`src/core/pst_pkg.sv`:
```
package pst_pkg;

    localparam int ADDR_W = 8;
    localparam int DATA_W = 32;

    typedef struct packed
    {
        logic              psel;
        logic              penable;
        logic              pwrite;
        logic [ADDR_W-1:0] paddr;
        logic [DATA_W-1:0] pwdata;
        logic [3:0]        pstrb;
    } pst_apb_req_t;

    typedef struct packed
    {
        logic [DATA_W-1:0] prdata;
        logic              pready;
        logic              pslverr;
    } pst_apb_rsp_t;

    ////////////////////////////////////////////////////////////////////////////////////////
    // register indices; byte address is four times the index
    localparam logic [ADDR_W-1:0] CTRL_IDX   = 8'h05;
    localparam logic [ADDR_W-1:0] CNT_LO_IDX = 8'h0b;
    localparam logic [ADDR_W-1:0] CNT_HI_IDX = 8'h0c;
    localparam logic [ADDR_W-1:0] STAT_IDX   = 8'h10;
    localparam logic [ADDR_W-1:0] MASK_IDX   = 8'h11;
    localparam logic [ADDR_W-1:0] CTRL_ADDR   = ADDR_W'(CTRL_IDX * 4);
    localparam logic [ADDR_W-1:0] CNT_LO_ADDR = ADDR_W'(CNT_LO_IDX * 4);
    localparam logic [ADDR_W-1:0] CNT_HI_ADDR = ADDR_W'(CNT_HI_IDX * 4);
    localparam logic [ADDR_W-1:0] STAT_ADDR   = ADDR_W'(STAT_IDX * 4);
    localparam logic [ADDR_W-1:0] MASK_ADDR   = ADDR_W'(MASK_IDX * 4);

    // control fields
    localparam int         EXT_INT_EDGE_BIT = 7;
    localparam int         COUNT_EDGE_BIT   = 6;
    localparam int         COUNT_SRC_BIT    = 5;
    localparam int         PS_MSB           = 4;
    localparam int         PS_LSB           = 1;
    localparam logic [7:0] CTRL_WMASK       = 8'hfe;
    localparam logic [7:0] CTRL_RESET       = 8'h00;
    localparam logic [7:0] BYTE_MAX         = 8'hff;
    localparam logic [7:0] BYTE_ZERO        = 8'h00;

    // status and mask layout
    localparam int         ST_W   = 3;
    localparam int         ST_OVF = 0;
    localparam int         ST_PIN = 1;
    localparam int         ST_INT = 2;
    localparam logic [2:0] ST_RESET = 3'h0;

    // timing
    localparam int CLK_HZ        = 20_000_000;
    localparam int CLK_PERIOD_NS = 1_000_000_000 / CLK_HZ;
    localparam int TOSC_NS       = CLK_PERIOD_NS;
    localparam int INSTR_DIV     = 4;
    localparam int DLY_MIN_TOSC  = 3;
    localparam int DLY_MAX_TOSC  = 7;
    localparam int DLY_MIN_CYC   = (DLY_MIN_TOSC * TOSC_NS + CLK_PERIOD_NS - 1) / CLK_PERIOD_NS;
    localparam int DLY_MAX_CYC   = (DLY_MAX_TOSC * TOSC_NS) / CLK_PERIOD_NS;
    localparam int SYNC_STAGES   = 2;

    typedef struct packed
    {
        logic [7:0]      ctrl;
        logic [7:0]      cnt_lo;
        logic [7:0]      cnt_hi;
        logic [7:0]      pre;
        logic            psout;
        logic            ps_samp;
        logic            blk_lo;
        logic            blk_hi;
        logic [1:0]      div;
        logic [2:0]      cnt_sync;
        logic [2:0]      int_sync;
        logic [ST_W-1:0] status;
        logic [ST_W-1:0] mask;
        logic [31:0]     rdata;
    } pst_state_t;

    localparam pst_state_t STATE_RESET = '0;

endpackage

```
`src/core/pst_timer.sv`:
```
`timescale 1ns/100ps
module pst_timer
(
    input  wire logic                 pclk,
    input  wire logic                 presetn,
    input  wire pst_pkg::pst_apb_req_t apb_req,
    output      pst_pkg::pst_apb_rsp_t apb_rsp,
    input  wire logic                 ext_count_pin,
    input  wire logic                 ext_int_pin,
    input  wire logic                 ovf_vector_ack,
    output      logic                 irq
);
    import pst_pkg::*;

    localparam int EXT_LO = DLY_MIN_CYC - SYNC_STAGES;
    localparam int EXT_HI = DLY_MAX_CYC - SYNC_STAGES;

    pst_state_t r;
    pst_state_t next_r;

    logic            setup_ph;
    logic            access_ph;
    logic            wr_en;
    logic            hit;
    logic            wr_ctrl;
    logic            wr_lo;
    logic            wr_hi;
    logic            instr_en;
    logic            half_en;
    logic            src_int;
    logic            cnt_edge;
    logic            int_edge;
    logic            src_tick;
    logic            pre_tick;
    logic [7:0]      pre_mask;
    logic            inc;
    logic            lo_inc;
    logic            hi_inc;
    logic            ovf_evt;
    logic [ST_W-1:0] st_set;
    logic [ST_W-1:0] st_clr;
    logic [7:0]      rd_byte;

    ////////////////////////////////////////////////////////////////////////////////////////
    // division ratio as a low-bit mask of the prescaler
    function automatic logic [7:0] ratio_mask(input logic [3:0] code);
        logic [7:0] m;
        m = 8'h00;
        if (code[3])
        begin
            m = BYTE_MAX;
        end
        else
        begin
            m = 8'((9'h001 << code[2:0]) - 9'h001);
        end
        return m;
    endfunction

    ////////////////////////////////////////////////////////////////////////////////////////
    always_comb
    begin
        next_r    = r;
        setup_ph  = apb_req.psel & ~apb_req.penable;
        access_ph = apb_req.psel & apb_req.penable;
        wr_en     = access_ph & apb_req.pwrite & apb_req.pstrb[0];
        hit       = (apb_req.paddr == CTRL_ADDR) | (apb_req.paddr == CNT_LO_ADDR)
                  | (apb_req.paddr == CNT_HI_ADDR) | (apb_req.paddr == STAT_ADDR)
                  | (apb_req.paddr == MASK_ADDR);
        wr_ctrl   = wr_en & (apb_req.paddr == CTRL_ADDR);
        wr_lo     = wr_en & (apb_req.paddr == CNT_LO_ADDR);
        wr_hi     = wr_en & (apb_req.paddr == CNT_HI_ADDR);

        // instruction clock is a quarter of pclk; prescaler output sampled every half
        instr_en  = (r.div == 2'(INSTR_DIV - 1));
        half_en   = r.div[0];
        next_r.div = r.div + 2'h1;

        // only the second and third stages are looked at
        next_r.cnt_sync = {r.cnt_sync[1:0], ext_count_pin};
        next_r.int_sync = {r.int_sync[1:0], ext_int_pin};
        src_int  = r.ctrl[COUNT_SRC_BIT];
        cnt_edge = r.ctrl[COUNT_EDGE_BIT] ? (r.cnt_sync[1] & ~r.cnt_sync[2])
                                          : (~r.cnt_sync[1] & r.cnt_sync[2]);
        int_edge = r.ctrl[EXT_INT_EDGE_BIT] ? (r.int_sync[1] & ~r.int_sync[2])
                                            : (~r.int_sync[1] & r.int_sync[2]);

        src_tick = src_int ? instr_en : cnt_edge;
        pre_mask = ratio_mask(r.ctrl[PS_MSB:PS_LSB]);
        pre_tick = src_tick & ((r.pre & pre_mask) == pre_mask);

        // external path: prescaled events toggle psout, resampled on the pclk phases
        if (!src_int && pre_tick)
        begin
            next_r.psout = ~r.psout;
        end
        if (half_en)
        begin
            next_r.ps_samp = r.psout;
        end
        inc = src_int ? pre_tick : (half_en & (r.psout != r.ps_samp));

        if (wr_lo | wr_hi)
        begin
            next_r.pre = BYTE_ZERO;
        end
        else if (src_tick)
        begin
            next_r.pre = r.pre + 8'h01;
        end

        // a write blocks its own byte for one instruction cycle; a low-byte write also blocks the carry into the high byte
        lo_inc  = inc & ~r.blk_lo & ~wr_lo;
        hi_inc  = lo_inc & (r.cnt_lo == BYTE_MAX) & ~r.blk_hi & ~wr_hi;
        ovf_evt = hi_inc & (r.cnt_hi == BYTE_MAX);
        next_r.blk_lo = wr_lo | (r.blk_lo & ~instr_en);
        next_r.blk_hi = wr_hi | (r.blk_hi & ~instr_en);

        if (wr_lo)
        begin
            next_r.cnt_lo = apb_req.pwdata[7:0];
        end
        else if (lo_inc)
        begin
            next_r.cnt_lo = r.cnt_lo + 8'h01;
        end
        if (wr_hi)
        begin
            next_r.cnt_hi = apb_req.pwdata[7:0];
        end
        else if (hi_inc)
        begin
            next_r.cnt_hi = r.cnt_hi + 8'h01;
        end

        if (wr_ctrl)
        begin
            next_r.ctrl = apb_req.pwdata[7:0] & CTRL_WMASK;
        end

        // sticky flags: a set in the same cycle as a clear wins
        st_set         = '0;
        st_set[ST_OVF] = ovf_evt;
        st_set[ST_PIN] = ~src_int & cnt_edge;
        st_set[ST_INT] = int_edge;
        st_clr         = '0;
        if (wr_en && apb_req.paddr == STAT_ADDR)
        begin
            st_clr = apb_req.pwdata[ST_W-1:0];
        end
        st_clr[ST_OVF] = st_clr[ST_OVF] | ovf_vector_ack;
        next_r.status  = (r.status & ~st_clr) | st_set;
        if (wr_en && apb_req.paddr == MASK_ADDR)
        begin
            next_r.mask = apb_req.pwdata[ST_W-1:0];
        end

        case (apb_req.paddr)
            CTRL_ADDR:   rd_byte = r.ctrl & CTRL_WMASK;
            CNT_LO_ADDR: rd_byte = r.cnt_lo;
            CNT_HI_ADDR: rd_byte = r.cnt_hi;
            STAT_ADDR:   rd_byte = 8'(r.status);
            MASK_ADDR:   rd_byte = 8'(r.mask);
            default:     rd_byte = BYTE_ZERO;
        endcase
        if (setup_ph && !apb_req.pwrite)
        begin
            next_r.rdata = 32'(rd_byte);
        end
    end

    always_ff @(posedge pclk or negedge presetn)
    begin
        if (!presetn)
        begin
            r <= STATE_RESET;
        end
        else
        begin
            r <= next_r;
        end
    end

    ////////////////////////////////////////////////////////////////////////////////////////
    // zero wait states: read data is captured in the setup cycle
    assign apb_rsp.prdata  = r.rdata;
    assign apb_rsp.pready  = 1'b1;
    assign apb_rsp.pslverr = access_ph & ~hit;
    // the flag still sets while masked; only the pin is gated
    assign irq = |(r.status & r.mask);
endmodule

```
`config.mk`:
```
export PLATFORM = sky130hd
export DESIGN_NAME = pst_timer
export DESIGN_NICKNAME = d
export VERILOG_FILES = /design/src/core/pst_pkg.sv /design/src/core/pst_timer.sv
export SDC_FILE = /design/constraint.sdc
export NUM_CORES = 1
export LEC_CHECK = 0
export ABC_AREA = 1
export BUFFER_PORTS_ARGS = -buffer_cell sky130_fd_sc_hd__buf_2
export CAP_MARGIN = 15
export CORE_ASPECT_RATIO = 0.9
export CORE_UTILIZATION = 30
export CTS_CLUSTER_DIAMETER = 120
export CTS_CLUSTER_SIZE = 10
export DETAILED_ROUTE_END_ITERATION = 16
export GPL_ROUTABILITY_DRIVEN = 0
export PLACE_DENSITY = 0.52
export REMOVE_ABC_BUFFERS = 1
export SYNTH_ARGS = -nofsm -noshare
export SYNTH_HDL_FRONTEND = slang
export SYNTH_SLANG_ARGS = --single-unit
```
`constraint.sdc`:
```
create_clock -name pclk -period 5.5 [get_ports pclk]
set_input_delay 0.55 -clock pclk [delete_from_list [all_inputs] [get_ports pclk]]
set_output_delay 0.55 -clock pclk [all_outputs]
set_load 0.1 [all_outputs]
```
==> summary.md <==
| Metric | Value |
|---|---|
| Fin. max-slew vios | 0 |
| Flops & latches, synth | 57 |
| Post-DP HPWL | approximately 6 mm |
| Hold Path Cell Cnt | 1 |
| Gate Count Post-Synth | 433 |
| Clock slew seen by the registers of the worst setup and hold paths | roughly 0.050 ns |
| Worst-Margin Slew | roughly 0.75 ns |
| Resized Gates After CTS | 0 |
| DRT iter0 DRCs | 174 |
| WP buf/inv | 3 |
| Largest net degree at the start of global routing | 58 |
| RSZ-0062 raised after global routing | false |
| Cell row count | 36 |
| Mapped Area | between 3000 and 4000 sq um |
| Clock skew | 0.00416 ns |
| Setup bufs post-CTS | 0 |
| Top delay family on crit path | simple AND/OR/NAND/NOR gates |
| Ys Warns | 0 |
| CP Max Fanout | 6 |
| Largest area contributor in the netlist | dfrtp_1 |
| I/O pins | 87 |
| H-tree Lvls | 3 |
| Total Nets Final | 522 |
| Critical path, cell by cell | buf_2, or2_1, or2_4, nor2_2, nand2_2, inv_2, nor3_1, buf_2 |
| Final critical-path required period | 2.46 ns |
| Layout cells sized above 1 | 15.1% |
| Routed via count | 2,850 |
| Worst Path Required | a little under 5 ns |
| Initial core utilization | 31.1% |
| Post-synth top area share | 42.1% |
| Max incr delay on CP | a little under 0.3 ns |
| FILL cells | between 1,000 and 1,500 |
| CTS Hold Buffers Added | 0 |
| Clk buf depth | 2 |
| VDD IR-drop max | about 0.12 mV |
| Data arrival, critical path | roughly 1.9 ns |
| Critical path class | input pin to output pin |
| Final Util | between 30% and 40% |
| Synth Area per Inst | just under 8 sq um |
| Die Span Y | just over 100 um |
| Root Driver | clkbuf_16 |
| R2R cell count | 15 |
| Cts bufs inserted | 9 |
| WHS | 0.328 ns |
| Antenna-violating nets left | 0 |
| Worst skew pair latency | 0.32 ns |
| Die ar. | 11,700 sq um |
| Crit. End Element | output pin |
| Worst setup SP type | input pin |
| GRT Overall Usage | 15.0% |
| Syn-to-layout area delta | 13.7% |
| Antenna violations before repair | 0 |
| TNS Setup | 0 ns |
| DIE WIDTH | 114 um |
| Leakage power | 1.92 nW |
| Grt total ovfl | 0 |
| Initial DRT Pass Iterations | 4 |
| Core area | about 11,000 sq um |
| Register area share after synthesis | 42.1% |
| Port Buf Inserts | 34 |
| Antenna Cells | 0 |
| Hold Path Class | input pin to register |
| CTS tree | yes |
| Slowest-stage cell, CP | buf_2 |
| # setup viols final | 0 |
| Final hold violations | 0 |
| Largest cells by area after synthesis | dfrtp_1 42%, nand2_1 10%, buf_4 7.3% |
| Routed length per instance | 12.9 um |
| Vias in the first global route | 2,758 |
| Vias/cell | 4.58 |
| Max cap viols | 0 |
| WP depth | 8 |
| DRC | 0 |
| Tcrit/Tclk final | 44.7% |
| Unique masters post-synth | 33 |
| Pwr dens | 304 nW/um^2 |
| Crit-path most repeated cell | buf_2 |
| Status | finished clean |
| Fmax | 406 MHz |
| Slew HR | 49.9% |
| Detailed Route WL | 7.99 mm |
| First-pass GRT wire length | between 10 and 15 mm |
| CTS Sinks | 57 |
## registers in the layout, indices dropped and copies added (netlist names)
name,flops
apb_rsp,8
half_en,1
next_r,4
r,44
## metrics by stage
step                      worst slack [ns]  power [mW]  std cells  cell area (sq um)
final                                 3.04        1.17        622               3850
after global routing                  2.73        1.22        622               3850
after CTS                             3.03        1.18        622               3850
after detailed placement              3.04       0.662        606               3580
after global placement                3.03       0.660        606               3580
after floorplan                       1.91       0.619        419               3210
## cell families after synthesis
logic type,after synthesis,share of synthesized area [%]
adders and majority gates,5,1.85
DFF,57,42.1
AOI/OAI and AO/OA,66,11.1
buffers and inverters,95,14.4
other,2,0.222
and+or+nand+nor,195,26.9
xor gates and xnor gates,13,3.36
## Yosys cell counts
cell type / instances
a211oi_1: 2
a21oi_1: 17
a221oi_1: 3
buf_2: 3
buf_4: 33
clkbuf_1: 1
conb_1: 2
dfrtp_1: 57
ha_1: 5
inv_1: 50
inv_2: 7
inv_6: 1
nand2_1: 90
nand2_2: 5
nand2_4: 2
nand3_1: 42
nand3_2: 1
nand4_1: 7
nor2_1: 23
nor2_2: 1
nor2_4: 3
nor2_8: 1
nor3_1: 14
nor4_1: 3
o211ai_1: 9
o21ai_0: 27
o21ai_1: 3
o221ai_1: 1
o22ai_1: 4
or2_1: 2
or2_4: 1
xnor2_1: 3
xor2_1: 10
## cells in the final DEF, fill, tap and decap left out, drive strengths merged
| master | count |
|---|---|
| a211oi | 2 |
| dfrtp | 57 |
| conb | 25 |
| nor3 | 14 |
| a21oi | 17 |
| nand3 | 43 |
| a221oi | 3 |
| o211ai | 9 |
| clkbuf | 13 |
| nor4 | 3 |
| xnor2 | 3 |
| nor2 | 28 |
| ha | 5 |
| clkinv | 3 |
| o22ai | 4 |
| o21ai | 30 |
| inv | 58 |
| or2 | 3 |
| nand4 | 7 |
| nand2 | 97 |
| o221ai | 1 |
| xor2 | 10 |
| buf | 35 |
## worst paths after layout
check | startpoint | end | slack [ns]
max in group asynchronous | presetn | r[79]$_DFFE_PN0P_ | 4.63
min | ext_int_pin | next_r[39]$_DFF_PN0_ | 0.33
min reg2reg | next_r[39]$_DFF_PN0_ | next_r[40]$_DFF_PN0_ | 0.35
min in group asynchronous | presetn | r[51]$_DFFE_PN0P_ | 0.37
max | apb_req[37] | apb_rsp[0] | 3.04
max reg2reg | r[75]$_DFFE_PN0P_ | r[65]$_DFFE_PN0P_ | 3.06
## layer usage
metal / vias to the layer above / track usage (%) / share of wire [%] / wire length (um)
met5: - / 0 / 0 / 0
met4: 0 / 5.79 / 1.9 / 152
met3: 10 / 3.82 / 5.9 / 474
met2: 85 / 22.4 / 41 / 3310
met1: 1327 / 20.8 / 51 / 4050
li1: 1428 / - / - / -
## power by group
group,internal [mW],switching (mW)
logic,0.0388,0.150
registers,0.448,0.0184
clock network,0.327,0.187
total,0.814,0.356
## area by class of cell
type / instances / area, sq um / area share (%)
sequential: 57 / 1430 / 37.0
timing repair buffer: 35 / 178 / 4.61
multi-input combinational: 304 / 1560 / 40.5
inverter: 58 / 223 / 5.78
clock inverter: 3 / 15.0 / 0.390
tap: 152 / 190 / 4.94
clock buffer: 13 / 260 / 6.76
Note: power is estimated with default switching activity, not from simulation.
